$ cat config.mk
export PLATFORM = sky130hd
export DESIGN_NAME = aiw_irq_wake_ctrl
export DESIGN_NICKNAME = d
export VERILOG_FILES = /design/src/aiw_pkg.sv /design/src/aiw_reg_file.sv /design/src/aiw_irq_wake_ctrl.sv
export SDC_FILE = /design/constraint.sdc
export NUM_CORES = 1
export LEC_CHECK = 0
export BUFFER_PORTS_ARGS = -buffer_cell sky130_fd_sc_hd__buf_2
export CAP_MARGIN = 10
export CORE_MARGIN = 1
export CORE_UTILIZATION = 45
export DETAILED_ROUTE_END_ITERATION = 16
export GPL_ROUTABILITY_DRIVEN = 0
export HOLD_SLACK_MARGIN = 0.1
export PLACE_DENSITY = 0.72
export SLEW_MARGIN = 20
export SYNTH_ARGS = -nofsm -noshare
export SYNTH_HDL_FRONTEND = slang
export SYNTH_HIERARCHICAL = 1
export SYNTH_SLANG_ARGS = --single-unit
$ cat constraint.sdc
create_clock -name clk -period 2.3 [get_ports clk]
set_input_delay 0.345 -clock clk [delete_from_list [all_inputs] [get_ports clk]]
set_output_delay 0.345 -clock clk [all_outputs]
set_load 0.03 [all_outputs]
$ cat src/aiw_pkg.sv
/*
 * Package for the accelerometer interrupt and wake controller: register
 * offsets, field positions, reset values and oversampling scheme codes.
 * Assumes an 8-bit register port with 8-bit addresses.
 */
`default_nettype none
package aiw_pkg;
    localparam logic [7:0] ADDR_INT_SOURCE = 8'h0C;
    localparam logic [7:0] ADDR_WAKE_CFG = 8'h2C;
    localparam logic [7:0] ADDR_INT_ENABLE = 8'h2D;
    localparam logic [7:0] ADDR_INT_ROUTE = 8'h2E;
    // Wake and pin configuration fields.
    localparam int WAKE_TRANS_BIT = 6;
    localparam int WAKE_ORIENT_BIT = 5;
    localparam int WAKE_PULSE_BIT = 4;
    localparam int WAKE_FFMT_BIT = 3;
    localparam int POLARITY_BIT = 1;
    localparam int DRIVE_BIT = 0;
    localparam logic [7:0] WAKE_CFG_MASK = 8'h7B;
    // Source positions shared by enable, routing and source registers.
    localparam int SRC_ASLP_BIT = 7;
    localparam int SRC_TRANS_BIT = 5;
    localparam int SRC_ORIENT_BIT = 4;
    localparam int SRC_PULSE_BIT = 3;
    localparam int SRC_FFMT_BIT = 2;
    localparam int SRC_DRDY_BIT = 0;
    localparam logic [7:0] SRC_MASK = 8'hBD;
    localparam logic [7:0] WAKE_SRC_MASK = 8'h3C;
    localparam logic [7:0] RESET_VALUE = 8'h00;
    // Oversampling power scheme codes.
    typedef enum logic [1:0] {
        OS_NORMAL = 2'h0,
        OS_LOW_NOISE_LOW_POWER = 2'h1,
        OS_HIGH_RESOLUTION = 2'h2,
        OS_LOW_POWER = 2'h3
    } aiw_os_scheme_t;
endpackage : aiw_pkg
`default_nettype wire

$ cat src/aiw_reg_file.sv
/*
 * Three-register store for the interrupt and wake controller. Read data
 * come out of a register one cycle after the read strobe.
 * Assumes write and read strobes are single-cycle and synchronous to clk.
 */
`default_nettype none
module aiw_reg_file (
    input wire logic clk, // System clock.
    input wire logic rst, // Synchronous active-high reset.
    input wire logic wrEn, // Write strobe.
    input wire logic rdEn, // Read strobe.
    input wire logic [7:0] addr, // Register address.
    input wire logic [7:0] wrData, // Write data.
    input wire logic [7:0] srcStatus, // Interrupt source status for reads.
    output logic [7:0] rdData, // Registered read data.
    output logic [7:0] wakeCfg, // Wake and pin configuration.
    output logic [7:0] intEnable, // Interrupt enables.
    output logic [7:0] intRoute // Pin routing.
);
    logic [7:0] wakeCfg_q, wakeCfg_d;
    logic [7:0] intEnable_q, intEnable_d;
    logic [7:0] intRoute_q, intRoute_d;
    logic [7:0] rdData_q, rdData_d;

    // Next-state of the store; unused bits are masked so they stay zero.
    always_comb begin
        wakeCfg_d = wakeCfg_q;
        intEnable_d = intEnable_q;
        intRoute_d = intRoute_q;
        rdData_d = rdData_q;
        if (wrEn) begin
            case (addr)
                aiw_pkg::ADDR_WAKE_CFG: wakeCfg_d = wrData & aiw_pkg::WAKE_CFG_MASK;
                aiw_pkg::ADDR_INT_ENABLE: intEnable_d = wrData & aiw_pkg::SRC_MASK;
                aiw_pkg::ADDR_INT_ROUTE: intRoute_d = wrData & aiw_pkg::SRC_MASK;
                default: ;
            endcase
        end
        if (rdEn) begin
            case (addr)
                aiw_pkg::ADDR_INT_SOURCE: rdData_d = srcStatus;
                aiw_pkg::ADDR_WAKE_CFG: rdData_d = wakeCfg_q;
                aiw_pkg::ADDR_INT_ENABLE: rdData_d = intEnable_q;
                aiw_pkg::ADDR_INT_ROUTE: rdData_d = intRoute_q;
                default: rdData_d = 8'h00;
            endcase
        end
    end

    // All fields take their default of zero at reset.
    always_ff @(posedge clk) begin
        if (rst) begin
            wakeCfg_q <= aiw_pkg::RESET_VALUE;
            intEnable_q <= aiw_pkg::RESET_VALUE;
            intRoute_q <= aiw_pkg::RESET_VALUE;
            rdData_q <= 8'h00;
        end else begin
            wakeCfg_q <= wakeCfg_d;
            intEnable_q <= intEnable_d;
            intRoute_q <= intRoute_d;
            rdData_q <= rdData_d;
        end
    end

    assign wakeCfg = wakeCfg_q;
    assign intEnable = intEnable_q;
    assign intRoute = intRoute_q;
    assign rdData = rdData_q;
endmodule : aiw_reg_file
`default_nettype wire

$ cat src/aiw_irq_wake_ctrl.sv
/*
 * Interrupt and wake controller of the accelerometer: gates detector event
 * flags by enable, routes them to two interrupt pins with selectable
 * polarity and drive type, builds the wake request, and decodes the
 * active and sleep oversampling schemes.
 * Assumes detector flags are synchronous levels held until the host reads
 * and clears them in the detectors, and an 8-bit register port.
 */
// Notes on behaviour
// - Each two-bit oversampling field decodes 00 normal, 01 LNLP, 10 high-res, 11 low power.
// - Transient wakes the device from sleep only when wake bit 6 is set.
// - Orientation wakes the device from sleep only when wake bit 5 is set.
// - Pulse detection wakes the device from sleep only when wake bit 4 is set.
// - Freefall/motion wakes the device from sleep only when wake bit 3 is set.
// - Polarity bit 1 selects active-low pins at 0, active-high at 1.
// - Drive bit 0 selects push-pull at 0, open drain at 1.
// - A flag reaches routing only while its enable bit is set; enables reset 0.
// - Enable bits: auto-sleep 7, transient 5, orientation 4, pulse 3, freefall 2, ready 0.
// - Routing bit 0 sends a source to the second pin, 1 to the first.
// - Routing register uses the same bit positions as the enable register.
// - A pin asserts whenever any enabled source routed to it is active.
// - Wake needs both the enable bit and the wake bit set.
// - Auto-sleep and data-ready events never wake or restart the sleep timer.
`default_nettype none
module aiw_irq_wake_ctrl (
    input wire logic clk, // System clock, 10 MHz.
    input wire logic rst, // Synchronous active-high reset.
    input wire logic regWrEn, // Register write strobe.
    input wire logic regRdEn, // Register read strobe.
    input wire logic [7:0] regAddr, // Register address.
    input wire logic [7:0] regWrData, // Register write data.
    output logic [7:0] regRdData, // Registered read data.
    input wire logic srcAutosleep, // Auto-sleep/wake event flag.
    input wire logic srcTransient, // Transient event flag.
    input wire logic srcOrientation, // Orientation event flag.
    input wire logic srcPulse, // Pulse event flag.
    input wire logic srcFreefallMotion, // Freefall/motion event flag.
    input wire logic srcDataReady, // Data-ready event flag.
    input wire logic [1:0] activeOversampleScheme, // Active-phase scheme field.
    input wire logic [1:0] sleepOversampleScheme, // Sleep-phase scheme field.
    input wire logic sleeping, // Device is in its sleep phase.
    output aiw_pkg::aiw_os_scheme_t currentScheme, // Scheme in force now.
    output logic wakeRequest, // Wake from sleep and restart sleep timer.
    output logic irqPinFirstOut, // First pin output level.
    output logic irqPinFirstOe, // First pin output enable.
    output logic irqPinSecondOut, // Second pin output level.
    output logic irqPinSecondOe // Second pin output enable.
);
    logic [7:0] wakeCfg, intEnable, intRoute, srcVec, enabledSrc;
    logic firstActive, secondActive;
    logic wakeRequest_d, wakeRequest_q;
    logic firstOut_d, firstOut_q, firstOe_d, firstOe_q;
    logic secondOut_d, secondOut_q, secondOe_d, secondOe_q;
    aiw_pkg::aiw_os_scheme_t scheme_d, scheme_q;

    // Maps a raw two-bit field onto the scheme enumeration.
    function automatic aiw_pkg::aiw_os_scheme_t decodeScheme(input logic [1:0] f);
        case (f)
            2'h0: decodeScheme = aiw_pkg::OS_NORMAL;
            2'h1: decodeScheme = aiw_pkg::OS_LOW_NOISE_LOW_POWER;
            2'h2: decodeScheme = aiw_pkg::OS_HIGH_RESOLUTION;
            default: decodeScheme = aiw_pkg::OS_LOW_POWER;
        endcase
    endfunction : decodeScheme

    // Pin level for an asserted or idle interrupt under the polarity bit.
    function automatic logic pinLevel(input logic active, input logic pol);
        pinLevel = pol ? active : ~active;
    endfunction : pinLevel

    // Source vector laid out in register bit order.
    always_comb begin
        srcVec = 8'h00;
        srcVec[aiw_pkg::SRC_ASLP_BIT] = srcAutosleep;
        srcVec[aiw_pkg::SRC_TRANS_BIT] = srcTransient;
        srcVec[aiw_pkg::SRC_ORIENT_BIT] = srcOrientation;
        srcVec[aiw_pkg::SRC_PULSE_BIT] = srcPulse;
        srcVec[aiw_pkg::SRC_FFMT_BIT] = srcFreefallMotion;
        srcVec[aiw_pkg::SRC_DRDY_BIT] = srcDataReady;
    end

    aiw_reg_file u_regs (
        .clk(clk),
        .rst(rst),
        .wrEn(regWrEn),
        .rdEn(regRdEn),
        .addr(regAddr),
        .wrData(regWrData),
        .srcStatus(srcVec),
        .rdData(regRdData),
        .wakeCfg(wakeCfg),
        .intEnable(intEnable),
        .intRoute(intRoute)
    );

    // Enable gating and per-pin collection; routing shares enable positions.
    assign enabledSrc = srcVec & intEnable;
    assign firstActive = |(enabledSrc & intRoute);
    assign secondActive = |(enabledSrc & ~intRoute);

    // Next pin state. Open drain only ever pulls to the asserted level and
    // releases otherwise; push-pull drives both levels all the time.
    always_comb begin
        firstOut_d = pinLevel(firstActive, wakeCfg[aiw_pkg::POLARITY_BIT]);
        secondOut_d = pinLevel(secondActive, wakeCfg[aiw_pkg::POLARITY_BIT]);
        firstOe_d = ~wakeCfg[aiw_pkg::DRIVE_BIT] | firstActive;
        secondOe_d = ~wakeCfg[aiw_pkg::DRIVE_BIT] | secondActive;
        // Wake bits sit one place above their sources, so shift down to align.
        wakeRequest_d = sleeping
                        & |(enabledSrc & aiw_pkg::WAKE_SRC_MASK
                            & {1'b0, wakeCfg[7:1]});
        scheme_d = sleeping ? decodeScheme(sleepOversampleScheme)
                            : decodeScheme(activeOversampleScheme);
    end

    // Outputs are registered so the pads never see decode glitches.
    always_ff @(posedge clk) begin
        if (rst) begin
            firstOut_q <= 1'b1;
            secondOut_q <= 1'b1;
            firstOe_q <= 1'b1;
            secondOe_q <= 1'b1;
            wakeRequest_q <= 1'b0;
            scheme_q <= aiw_pkg::OS_NORMAL;
        end else begin
            firstOut_q <= firstOut_d;
            secondOut_q <= secondOut_d;
            firstOe_q <= firstOe_d;
            secondOe_q <= secondOe_d;
            wakeRequest_q <= wakeRequest_d;
            scheme_q <= scheme_d;
        end
    end

    assign irqPinFirstOut = firstOut_q;
    assign irqPinFirstOe = firstOe_q;
    assign irqPinSecondOut = secondOut_q;
    assign irqPinSecondOe = secondOe_q;
    assign wakeRequest = wakeRequest_q;
    assign currentScheme = scheme_q;

    property p_transient_wake;
        @(posedge clk) disable iff (rst)
        (sleeping && srcTransient && intEnable[aiw_pkg::SRC_TRANS_BIT]
         && wakeCfg[aiw_pkg::WAKE_TRANS_BIT]) |=> wakeRequest;
    endproperty
    a_transient_wake: assert property (p_transient_wake)
        else $error("transient did not wake");

    property p_orient_wake;
        @(posedge clk) disable iff (rst)
        (sleeping && srcOrientation && intEnable[aiw_pkg::SRC_ORIENT_BIT]
         && wakeCfg[aiw_pkg::WAKE_ORIENT_BIT]) |=> wakeRequest;
    endproperty
    a_orient_wake: assert property (p_orient_wake)
        else $error("orientation did not wake");

    property p_pulse_wake;
        @(posedge clk) disable iff (rst)
        (sleeping && srcPulse && intEnable[aiw_pkg::SRC_PULSE_BIT]
         && wakeCfg[aiw_pkg::WAKE_PULSE_BIT]) |=> wakeRequest;
    endproperty
    a_pulse_wake: assert property (p_pulse_wake)
        else $error("pulse did not wake");

    property p_ffmt_wake;
        @(posedge clk) disable iff (rst)
        (sleeping && srcFreefallMotion && intEnable[aiw_pkg::SRC_FFMT_BIT]
         && wakeCfg[aiw_pkg::WAKE_FFMT_BIT]) |=> wakeRequest;
    endproperty
    a_ffmt_wake: assert property (p_ffmt_wake)
        else $error("freefall did not wake");

    property p_no_wake_others;
        @(posedge clk) disable iff (rst)
        !(|(enabledSrc & aiw_pkg::WAKE_SRC_MASK & {1'b0, wakeCfg[7:1]})) |=> !wakeRequest;
    endproperty
    a_no_wake_others: assert property (p_no_wake_others)
        else $error("spurious wake");

    property p_first_level;
        @(posedge clk) disable iff (rst)
        1'b1 |=> irqPinFirstOut == ($past(wakeCfg[aiw_pkg::POLARITY_BIT]) ~^ $past(firstActive));
    endproperty
    a_first_level: assert property (p_first_level)
        else $error("first pin level wrong");

    property p_second_route;
        @(posedge clk) disable iff (rst)
        (srcDataReady && intEnable[aiw_pkg::SRC_DRDY_BIT] && !intRoute[aiw_pkg::SRC_DRDY_BIT]
         && wakeCfg[aiw_pkg::POLARITY_BIT]) |=> irqPinSecondOut;
    endproperty
    a_second_route: assert property (p_second_route)
        else $error("second pin not routed");

    property p_first_route;
        @(posedge clk) disable iff (rst)
        (srcPulse && intEnable[aiw_pkg::SRC_PULSE_BIT] && intRoute[aiw_pkg::SRC_PULSE_BIT]
         && !wakeCfg[aiw_pkg::POLARITY_BIT]) |=> !irqPinFirstOut;
    endproperty
    a_first_route: assert property (p_first_route)
        else $error("first pin not routed");

    property p_disabled_quiet;
        @(posedge clk) disable iff (rst)
        (intEnable == 8'h00 && !wakeCfg[aiw_pkg::DRIVE_BIT]) |=> (irqPinFirstOe && irqPinSecondOe
            && irqPinFirstOut == !$past(wakeCfg[aiw_pkg::POLARITY_BIT]));
    endproperty
    a_disabled_quiet: assert property (p_disabled_quiet)
        else $error("disabled source leaked");

    property p_open_drain_release;
        @(posedge clk) disable iff (rst)
        (wakeCfg[aiw_pkg::DRIVE_BIT] && !firstActive) |=> !irqPinFirstOe;
    endproperty
    a_open_drain_release: assert property (p_open_drain_release)
        else $error("open drain drove idle");

    property p_scheme;
        @(posedge clk) disable iff (rst)
        !sleeping |=> currentScheme == aiw_pkg::aiw_os_scheme_t'($past(activeOversampleScheme));
    endproperty
    a_scheme: assert property (p_scheme)
        else $error("active scheme wrong");

    c_first_pin: cover property (@(posedge clk) disable iff (rst) firstActive);
    c_both_pins: cover property (@(posedge clk) disable iff (rst) firstActive && secondActive);
    c_wake: cover property (@(posedge clk) disable iff (rst) wakeRequest);
endmodule : aiw_irq_wake_ctrl
`default_nettype wire

# == Word-level counts from Yosys, hierarchy flattened ==
# Index checks and enable logic that the tools add are counted.
# word_totals
reg_bits,33
latch_bits,0
ram_bits,0
romBits,0
in_bits,31
out_inout_bits,15
wordCells,43
memories,0
# op_classes
addsub,0
n_mul,0
n_div,0
magnitude_cmp,0
n_eq_ne,8
shifts,0
mux,6
n_bitwise,11
reduce_logical,8
# op_table
op,n
8-bit one-hot mux with 4 select lines,1
8-bit AND,3
8-bit by 6-bit == test with 1-bit output (second input constant),3
8-bit OR reduction,3
2-bit one-hot mux with 3 select lines,2
8-bit by 4-bit == test with 1-bit output (second input constant),1
8-bit inverter,1
6-bit AND,1
2-bit AND reduction,3
2-bit by 1-bit == test with 1-bit output (second input constant),2
2-bit == test (second input constant),2
2-bit logical NOT,2
1-bit inverter,3
1-bit two-way mux,2
2-bit two-way mux,1
1-bit OR,2
1-bit AND,1

# == Longest topological paths before layout ==
# Gate-level depths: netlist (run 1).
# logic_depth
ltp_word,5
mapped_depth,5
ltp_nobuf,4

# == Cells and area by module ==
# Netlist (run 1), hierarchy kept.
# modules_own_cells
module,n_inst,cells_per_inst,area_each_um2,seq_area_each_um2
aiw_reg_file,1,132,1352.5,520.5
aiw_irq_wake_ctrl,1,42,344.1,140.1

# == Worst setup path before layout (run 1) ==
# No wires, ideal clock.
# synth_path
path_type,input port to flip-flop
from,input port regAddr[4]
to,register u_regs.rdData_q[0] (netlist: u_regs/rdData[0])
setup_ns,0.059
t_arrival_ns,1.316
required_ns,2.241
path_slack_ns,0.925
stages,4
path_buffers,1
cell_sequence,or3_4 buf_6 nor4_4 a221o_1
# synth_via
elab_chain_len,2
word_cells_on_any_way,5
classes_between,eq/ne (4); mux (1)
# synth_rtl
item,line_no,source
from (decl),aiw_irq_wake_ctrl.sv:30,"input wire logic [7:0] regAddr,"
8-bit by 6-bit == test with 1-bit output / 8-bit by 4-bit == test with 1-bit output (equally long branches),aiw_reg_file.sv:40,case (addr)
8-bit one-hot mux with 4 select lines *,aiw_reg_file.sv:40,
to (signal assigned),aiw_reg_file.sv:61,rdData_q <= rdData_d;
to (decl),aiw_reg_file.sv:23,"logic [7:0] rdData_q, rdData_d;"
# Every way passes the cells marked *; elsewhere a longest branch is shown, timed or not.
# A chain may end at the register's enable or synchronous reset.

# == Worst setup path in the final report (run 1) ==
# layout_path
from,input port regAddr[4]
to,register u_regs.intRoute_q[7] (netlist: u_regs/intRoute[7])
# layout_via
elab_chain_len,2
# layout_rtl
item,line_no,source
8-bit by 6-bit == test with 1-bit output,aiw_reg_file.sv:32,case (addr)
2-bit AND reduction (no source line),--,
to (signal assigned),aiw_reg_file.sv:55,intRoute_q <= aiw_pkg::RESET_VALUE;
to (signal assigned),aiw_reg_file.sv:60,intRoute_q <= intRoute_d;
to (decl),aiw_reg_file.sv:22,"logic [7:0] intRoute_q, intRoute_d;"
# Every way passes these cells.

==> impl_metrics.yaml, run 1 <==
floorplanning:
  start_util_pct: 48.24
  die_x_um: 62.52
  fp-row-count: 21
  core_um2: 3416
  die_area_um2: 3908
  pin_count: 46
  die_height_um: 62.52
detailed_routing:
  drtPass1Iterations: 4
  detail_route.iter0.violations: 81
  wl_per_cell_um: 14.76
  drc: 0
  vias_per_cell: 5.647
  detail-route-antenna-nets: 0
  routed_wl_mm: 3.807
  vias: 1457
setup_path:
  crit_fanout: 6
  cp-start-kind: "input pin"
  critPathKind: "in2reg"
  r2r.worst_path.cells: 3
  arrival_ns: 1.67
  required_ns: 2.56
  endpoint_kind: "register"
cts:
  htree_levels: 2
  cts_resized: 0
  cts_root_buf: "clkbuf_4"
  clock-sinks: 33
  clk_latency_ns: 0.34
  cts.path.max_buffers: 2
  cts_hold_buf: 0
  post_cts_buffers: 0
  path_clk_slew_ns: 0.09
  cts_tree: "yes"
  cts_made_buffers: 5
sta:
  fin_skew_ns: 0.008696
  tightest_slew_ns: 0.5521
  rsz0062_at_grt: "no"
  tns_ns: 0
  hold_viol: 0
  slew_violations: 0
  min_period_ns: 1.412
  slew_headroom_pct: 62.91
  fmaxAchievable_mhz: 708.2
  finalCritPeriodShare_pct: 61.39
  setup_viol: 0
power_and_ir_drop:
  ir_drop_mv: 0.2956
  swShare_pct: 24.09
  p_clk_share_pct: 32.8
  power_switching_uw: 241.1
  combinationalPowerShare_pct: 9.8
  powerDensity_nw_per_um2: 514.4
  p_int_uw: 759.7
  p_leak_nw: 0.8546
  p_seq_share_pct: 57.4
run:
  cap_violations: 0
cells_and_area:
  final_cells: 258
  nets: 243
  drive_gt1_share_pct: 29.25
  final_cell_area_um2: 1946
  area_growth_syn_to_layout_pct: 18.07
  fin_util_pct: 56.96
  diodes: 0
synth:
  syn_inst: 167
  syn_area_per_cell_um2: 9.867
  synth_warnings: 6
  synth_area_um2: 1648
placement:
  portBuffers: 45
  placed_cell_area_um2: 1891
  dp_cells: 251
  hpwlAfterDp_mm: 2.862
run_status:
  status: "finished clean"
grt:
  overflow: 0
  grt_usage_pct: 20.43
  grt_pass1_vias: 1355
  grt_pass1_wl_mm: 6.341
  grt_start_max_net_pins: 33
  grt_antenna_before_repair: 0
worst_hold_path:
  hp-class: "in2reg"
  hold_depth: 3
layout by cell type, fill, tap and decap left out, drive strengths merged, types with 4 or more instances in the layout:
cell type / n
nand4: 4
nand2b: 23
nand2: 8
and2: 4
clkbuf: 7
a221o: 4
mux2i: 24
nor2: 6
o2bb2ai: 4
nand3: 11
buf: 45
dfxtp: 33
nand4b: 6
flip-flops by register name (all words and copies together), names as in the netlist, 2 cells and up:
| signal | flops |
|---|---|
| u_regs/intEnable | 6 |
| u_regs/rdData | 8 |
| u_regs/wakeCfg | 6 |
| currentScheme | 2 |
| u_regs/intRoute | 6 |
path summary, 6_finish.rpt:
kind	from	to	slack, ns
max reg2reg	u_regs/intRoute[5]	irqPinSecondOut	1.06
min reg2reg	u_regs/rdData[6]	u_regs/rdData[6]	0.48
max	regAddr[4]	u_regs/intRoute[7]	0.89
min	activeOversampleScheme[0]	currentScheme[0]	0.24
critical path: stages:
cell     delay, ns
buf_2         0.11
nor3_1        0.48
and3_1        0.50
mux2i_1       0.24
power by group through the flow:
| stage | Combinational (mW) | Sequential, mW | Clock [mW] |
|---|---|---|---|
| after floorplan | 0.0484 | 0.593 | 0 |
| after global placement | 0.0941 | 0.588 | 0 |
| after detailed placement | 0.0980 | 0.588 | 0 |
| after CTS | 0.0982 | 0.575 | 0.337 |
| after global routing | 0.107 | 0.575 | 0.361 |
| final | 0.0984 | 0.575 | 0.328 |
per-layer routing:
metal	vias up	track usage (%)	wire length [um]
met5	-	0	0
met4	0	8.721	66
met3	8	4.745	283
met2	67	33.29	1733
met1	677	25.68	1724
li1	705	-	-
through the flow:
stage                     setup WS [ns]  hold slack (ns)  power, mW
after floorplan                  0.9245           0.4174     0.6416
after global routing             0.7541           0.2358      1.043
after global placement           0.6411           0.4470     0.6822
after CTS                        0.8935           0.2361      1.010
final                            0.8880           0.2397      1.001
after detailed placement         0.5513           0.4541     0.6860
layout make-up:
cell class	instances	area [um2]
Fill cell	312	1470
Multi-Input combinational cell	127	947.2
Clock buffer	7	55.05
Sequential cell	33	660.6
Timing Repair Buffer	45	225.2
Tap cell	46	57.56
No activity file was read; power rests on OpenSTA's default activity.
==> inputs of run 2 (changes only) <==
- ABC_AREA: unset -> 1
- clock period: 2.3 -> 1.4 ns (I/O delays scaled with it)
==> impl_metrics.yaml, run 2 <==
power_and_ir_drop:
  total_power_mw: 1.549
  ir_drop_mv: 0.6348
  p_leak_nw: 0.8878
  powerDensity_nw_per_um2: 779.0
synth:
  syn_inst: 241
  synth_area_um2: 1625
  synth_warnings: 6
  syn_area_per_cell_um2: 6.744
sta:
  fin_skew_ns: 0.008133
  hold_viol: 0
  holdWs_ns: 0.1110
  fmaxAchievable_mhz: 943.3
  min_period_ns: 1.060
  rsz0062_at_grt: "no"
  tns_ns: 0
  setup_ws_ns: 0.3399
  finalCritPeriodShare_pct: 75.72
  setup_viol: 0
  slew_violations: 0
setup_path:
  cpPeakStageDelay_ns: 0.33
  arrival_ns: 0.85
  endpoint_kind: "primary output"
  crit_fanout: 2
  required_ns: 1.19
  r2r.worst_path.cells: 5
  cp-start-kind: "register"
  r2r-start: "u_regs/intEnable[4]"
  reg2reg_slack_ns: 0.41
  r2r_end: "irqPinFirstOut"
  critPathKind: "reg2out"
  cp_cell_sequence: "buf_2"
  cp_top_family: "flip-flops"
  cp_slowest_cell: "dfxtp_1"
  path_buf_inv: 1
detailed_routing:
  drc: 0
  vias_per_cell: 4.953
  vias: 1679
  wl_per_cell_um: 11.18
  detail-route-antenna-nets: 0
  drtPass1Iterations: 4
  routed_wl_mm: 3.790
  detail_route.iter0.violations: 82
cells_and_area:
  final_common_cell: "nand2_1"
  largest_reg_flops: 8
  drive_gt1_share_pct: 24.91
  area_growth_syn_to_layout_pct: 22.33
  nets: 325
  fin_util_pct: 58.66
  mostFrequentLayoutCells: "71 x nand2_1, 47 x nand3_1, 45 x buf_2"
  diodes: 0
floorplanning:
  start_util_pct: 47.95
  die_x_um: 62.10
  die_area_um2: 3856
  fp-row-count: 21
  die_height_um: 62.10
  pin_count: 46
  core_um2: 3390
worst_hold_path:
  hold_depth: 3
  hp-start: "sleepOversampleScheme[0]"
  hp-class: "in2reg"
  min_to: "currentScheme[0]"
cts:
  htree_levels: 2
  cts_made_buffers: 5
  cts_tree: "yes"
  post_cts_buffers: 0
  clk_latency_ns: 0.32
  clock-sinks: 33
  cts_root_buf: "clkbuf_4"
  path_clk_slew_ns: 0.09
  cts.path.max_buffers: 2
run:
  cap_violations: 0
grt:
  grt_antenna_before_repair: 0
  grt_start_max_net_pins: 19
  grt_pass1_vias: 1553
  overflow: 0
  grt_pass1_wl_mm: 6.803
  grt_usage_pct: 22.24
placement:
  hpwlAfterDp_mm: 2.975
  portBuffers: 45
  pre_cts_ws_ns: 0.09016
run_status:
  status: "finished clean"
-- run 2: stage by stage --
| step | cells | area [um2] |
|---|---|---|
| global placement | 332 | 1936 |
| CTS | 339 | 1988 |
| finish | 339 | 1988 |
| global route | 339 | 1988 |
| floorplan | 242 | 1629 |
| detailed placement | 332 | 1936 |
-- run 2: worst max path at each step --
stage,start,end,slack [ns],depth (start not counted)
6_report,u_regs/rdData[1],regRdData[1],0.34,1
5_1_grt,u_regs/intEnable[5],irqPinSecondOut,0.28,6
4_1_cts,u_regs/rdData[1],regRdData[1],0.33,1
3_5_place_dp,regAddr[1],u_regs/intEnable[2],0.09,8
3_3_place_gp,regAddr[1],u_regs/intEnable[3],0.09,8
2_1_floorplan,regAddr[3],u_regs/wakeCfg[0],0.27,7
-- run 2: cell type report --
| type | count | area, um2 |
|---|---|---|
| Multi-Input combinational cell | 182 | 855.8 |
| Sequential cell | 33 | 660.6 |
| Fill cell | 346 | 1401 |
| Inverter | 19 | 71.32 |
| Clock buffer | 5 | 37.54 |
| Tap cell | 46 | 57.56 |
| Clock inverter | 1 | 5.005 |
| Timing Repair Buffer | 53 | 300.3 |
-- run 2: report_power, final --
part | leakage [nW] | internal, mW | switching (mW)
Sequential | 0.266 | 0.943 | 0.00171
Combinational | 0.594 | 0.0560 | 0.0911
Clock | 0.0269 | 0.174 | 0.283
Total | 0.888 | 1.17 | 0.376
-- run 2: timing repair --
action / CTS / global route
hold buffers: 1 / 0
endpoints found under the setup margin: 0 / 0
hold endpoints to repair: 1 / 0
resized for setup: 0 / 0
-- run 2: metal layers --
metal	vias to the layer above	wire, um	track usage [%]
met5	-	0	0
met1	721	1786	28.39
li1	893	-	-
met3	7	240	6.066
met2	58	1707	35.16
met4	0	56	9.593
==> inputs of run 3 (changes only) <==
- clock period: 1.4 -> 1.11 ns (I/O delays scaled with it)
==> impl_metrics.yaml, run 3 (synthesized netlist as in run 2, its figures left out) <==
run_status:
  status: "finished clean"
detailed_routing:
  routed_wl_mm: 4.203
  met1_length_mm: 1.844
  vias_per_cell: 5.011
  detail_route.iter0.violations: 60
  drtPass1Iterations: 4
  drc: 0
  vias: 1789
  route.top_layer_used: "met4"
  wl_per_cell_um: 11.77
  detail-route-antenna-nets: 0
  wl_met2_mm: 2.075
  met3RoutedLength_um: 198
worst_hold_path:
  min_to: "u_regs/rdData[1]"
  hp-class: "in2reg"
  hp-start: "regRdEn"
  hold_depth: 3
cells_and_area:
  fillers: 314
  nets: 341
  fin_util_pct: 63.82
  final_common_cell: "nand2_1"
  largest_reg_flops: 8
  mostFrequentLayoutCells: "71 x nand2_1, 47 x nand3_1, 45 x buf_2"
  area_growth_syn_to_layout_pct: 33.10
  diodes: 0
  drive_gt1_share_pct: 25.40
  final_cells: 357
setup_path:
  critPathKind: "reg2out"
  cp_cell_sequence: "buf_2"
  required_ns: 0.94
  crit_fanout: 1
  r2r-start: "u_regs/intRoute[3]"
  r2r.worst_path.cells: 6
  path_buf_inv: 1
  endpoint_kind: "primary output"
  cp_top_family: "flip-flops"
  r2r_end: "irqPinFirstOut"
  cp_slowest_cell: "dfxtp_1"
  reg2reg_slack_ns: 0.12
  cp-start-kind: "register"
  cpPeakStageDelay_ns: 0.34
  arrival_ns: 0.90
sta:
  rsz0062_at_grt: "no"
  min_period_ns: 1.064
  finalCritPeriodShare_pct: 95.83
  hold_viol: 0
  setup_viol: 0
  slew_violations: 0
  fmaxAchievable_mhz: 940.1
  setup_ws_ns: 0.04633
  fin_skew_ns: 0.009442
grt:
  grt_antenna_before_repair: 0
  grt_pass1_wl_mm: 7.438
  overflow: 0
  grt_start_max_net_pins: 27
  grt_usage_pct: 24.27
  grt_pass1_vias: 1734
floorplanning:
  die_x_um: 62.10
  pin_count: 46
  die_height_um: 62.10
  start_util_pct: 47.95
  core_um2: 3390
  fp-row-count: 21
  die_area_um2: 3856
cts:
  htree_levels: 2
  cts_tree: "yes"
  post_cts_buffers: 0
  path_clk_slew_ns: 0.11
  cts_hold_buf: 13
  clk_latency_ns: 0.35
  clock-sinks: 33
  cts.path.max_buffers: 2
  cts_root_buf: "clkbuf_4"
  cts_resized: 0
  cts_made_buffers: 5
power_and_ir_drop:
  p_leak_nw: 0.9681
  ir_drop_mv: 0.6882
  powerDensity_nw_per_um2: 967.4
placement:
  hpwlAfterDp_mm: 3.111
  pre_cts_ws_ns: -0.1603
  dp_cells: 336
  portBuffers: 45
run:
  cap_violations: 0
==> run 3: cell count changes in the layout (fill, tap and decap cells not counted) <==
cell / delta
buf_4: +3
clkinv_2: +1
dlygate4sd3_1: +12
clkinvlp_4: +1
buf_12: +1
==> run 3: worst max path at each step <==
stage | start | to | slack [ns] | cells past startpoint
floorplan | regAddr[3] | u_regs/wakeCfg[0] | 0.03 | 7
global placement | regAddr[0] | u_regs/intRoute[2] | -0.15 | 8
detailed placement | regAddr[0] | u_regs/intRoute[3] | -0.16 | 8
CTS | u_regs/rdData[6] | regRdData[6] | 0.06 | 1
global route | u_regs/intRoute[3] | irqPinSecondOut | 0.00005 | 6
finish | currentScheme[0] | currentScheme[0] | 0.05 | 1
==> run 3: area by class of cell <==
cell class / count / area [um2] / share of cell area, %
clock buffer: 5 / 37.54 / 1.735
tap: 46 / 57.56 / 2.661
inverter: 19 / 71.32 / 3.297
timing repair buffer: 69 / 462.9 / 21.40
clock inverter: 3 / 17.52 / 0.8097
multi-input combinational: 182 / 855.8 / 39.56
sequential: 33 / 660.6 / 30.54
==> run 3: worst register-to-register path: cells and delay by family, from the launching register on <==
kind            cells  cell delay (ns)
simple gates        5             0.43
compound gates      1             0.06
flops               1             0.39
==> run 3: where the power goes <==
group / switching, mW / total, mW / internal (mW)
sequential: 0.00271 / 1.19 / 1.19
combinational: 0.124 / 0.230 / 0.106
clock: 0.432 / 0.670 / 0.238
==> run 3: stage by stage <==
stage	hold slack (ns)	setup TNS, ns	total power [mW]	instance area (um2)
floorplan	0.2951	0	1.304	1629
global placement	0.3960	-1.685	1.411	1978
detailed placement	0.4031	-2.366	1.412	1978
CTS	0.1399	0	2.100	2163
global route	0.1471	0	2.177	2163
finish	0.1397	0	2.093	2163
==> run 3: layer usage <==
metal  vias up  GRT usage, %
met1       803         28.72
met3         8         5.882
li1        929             -
met2        49         42.17
met4         0         9.302
met5         -             0
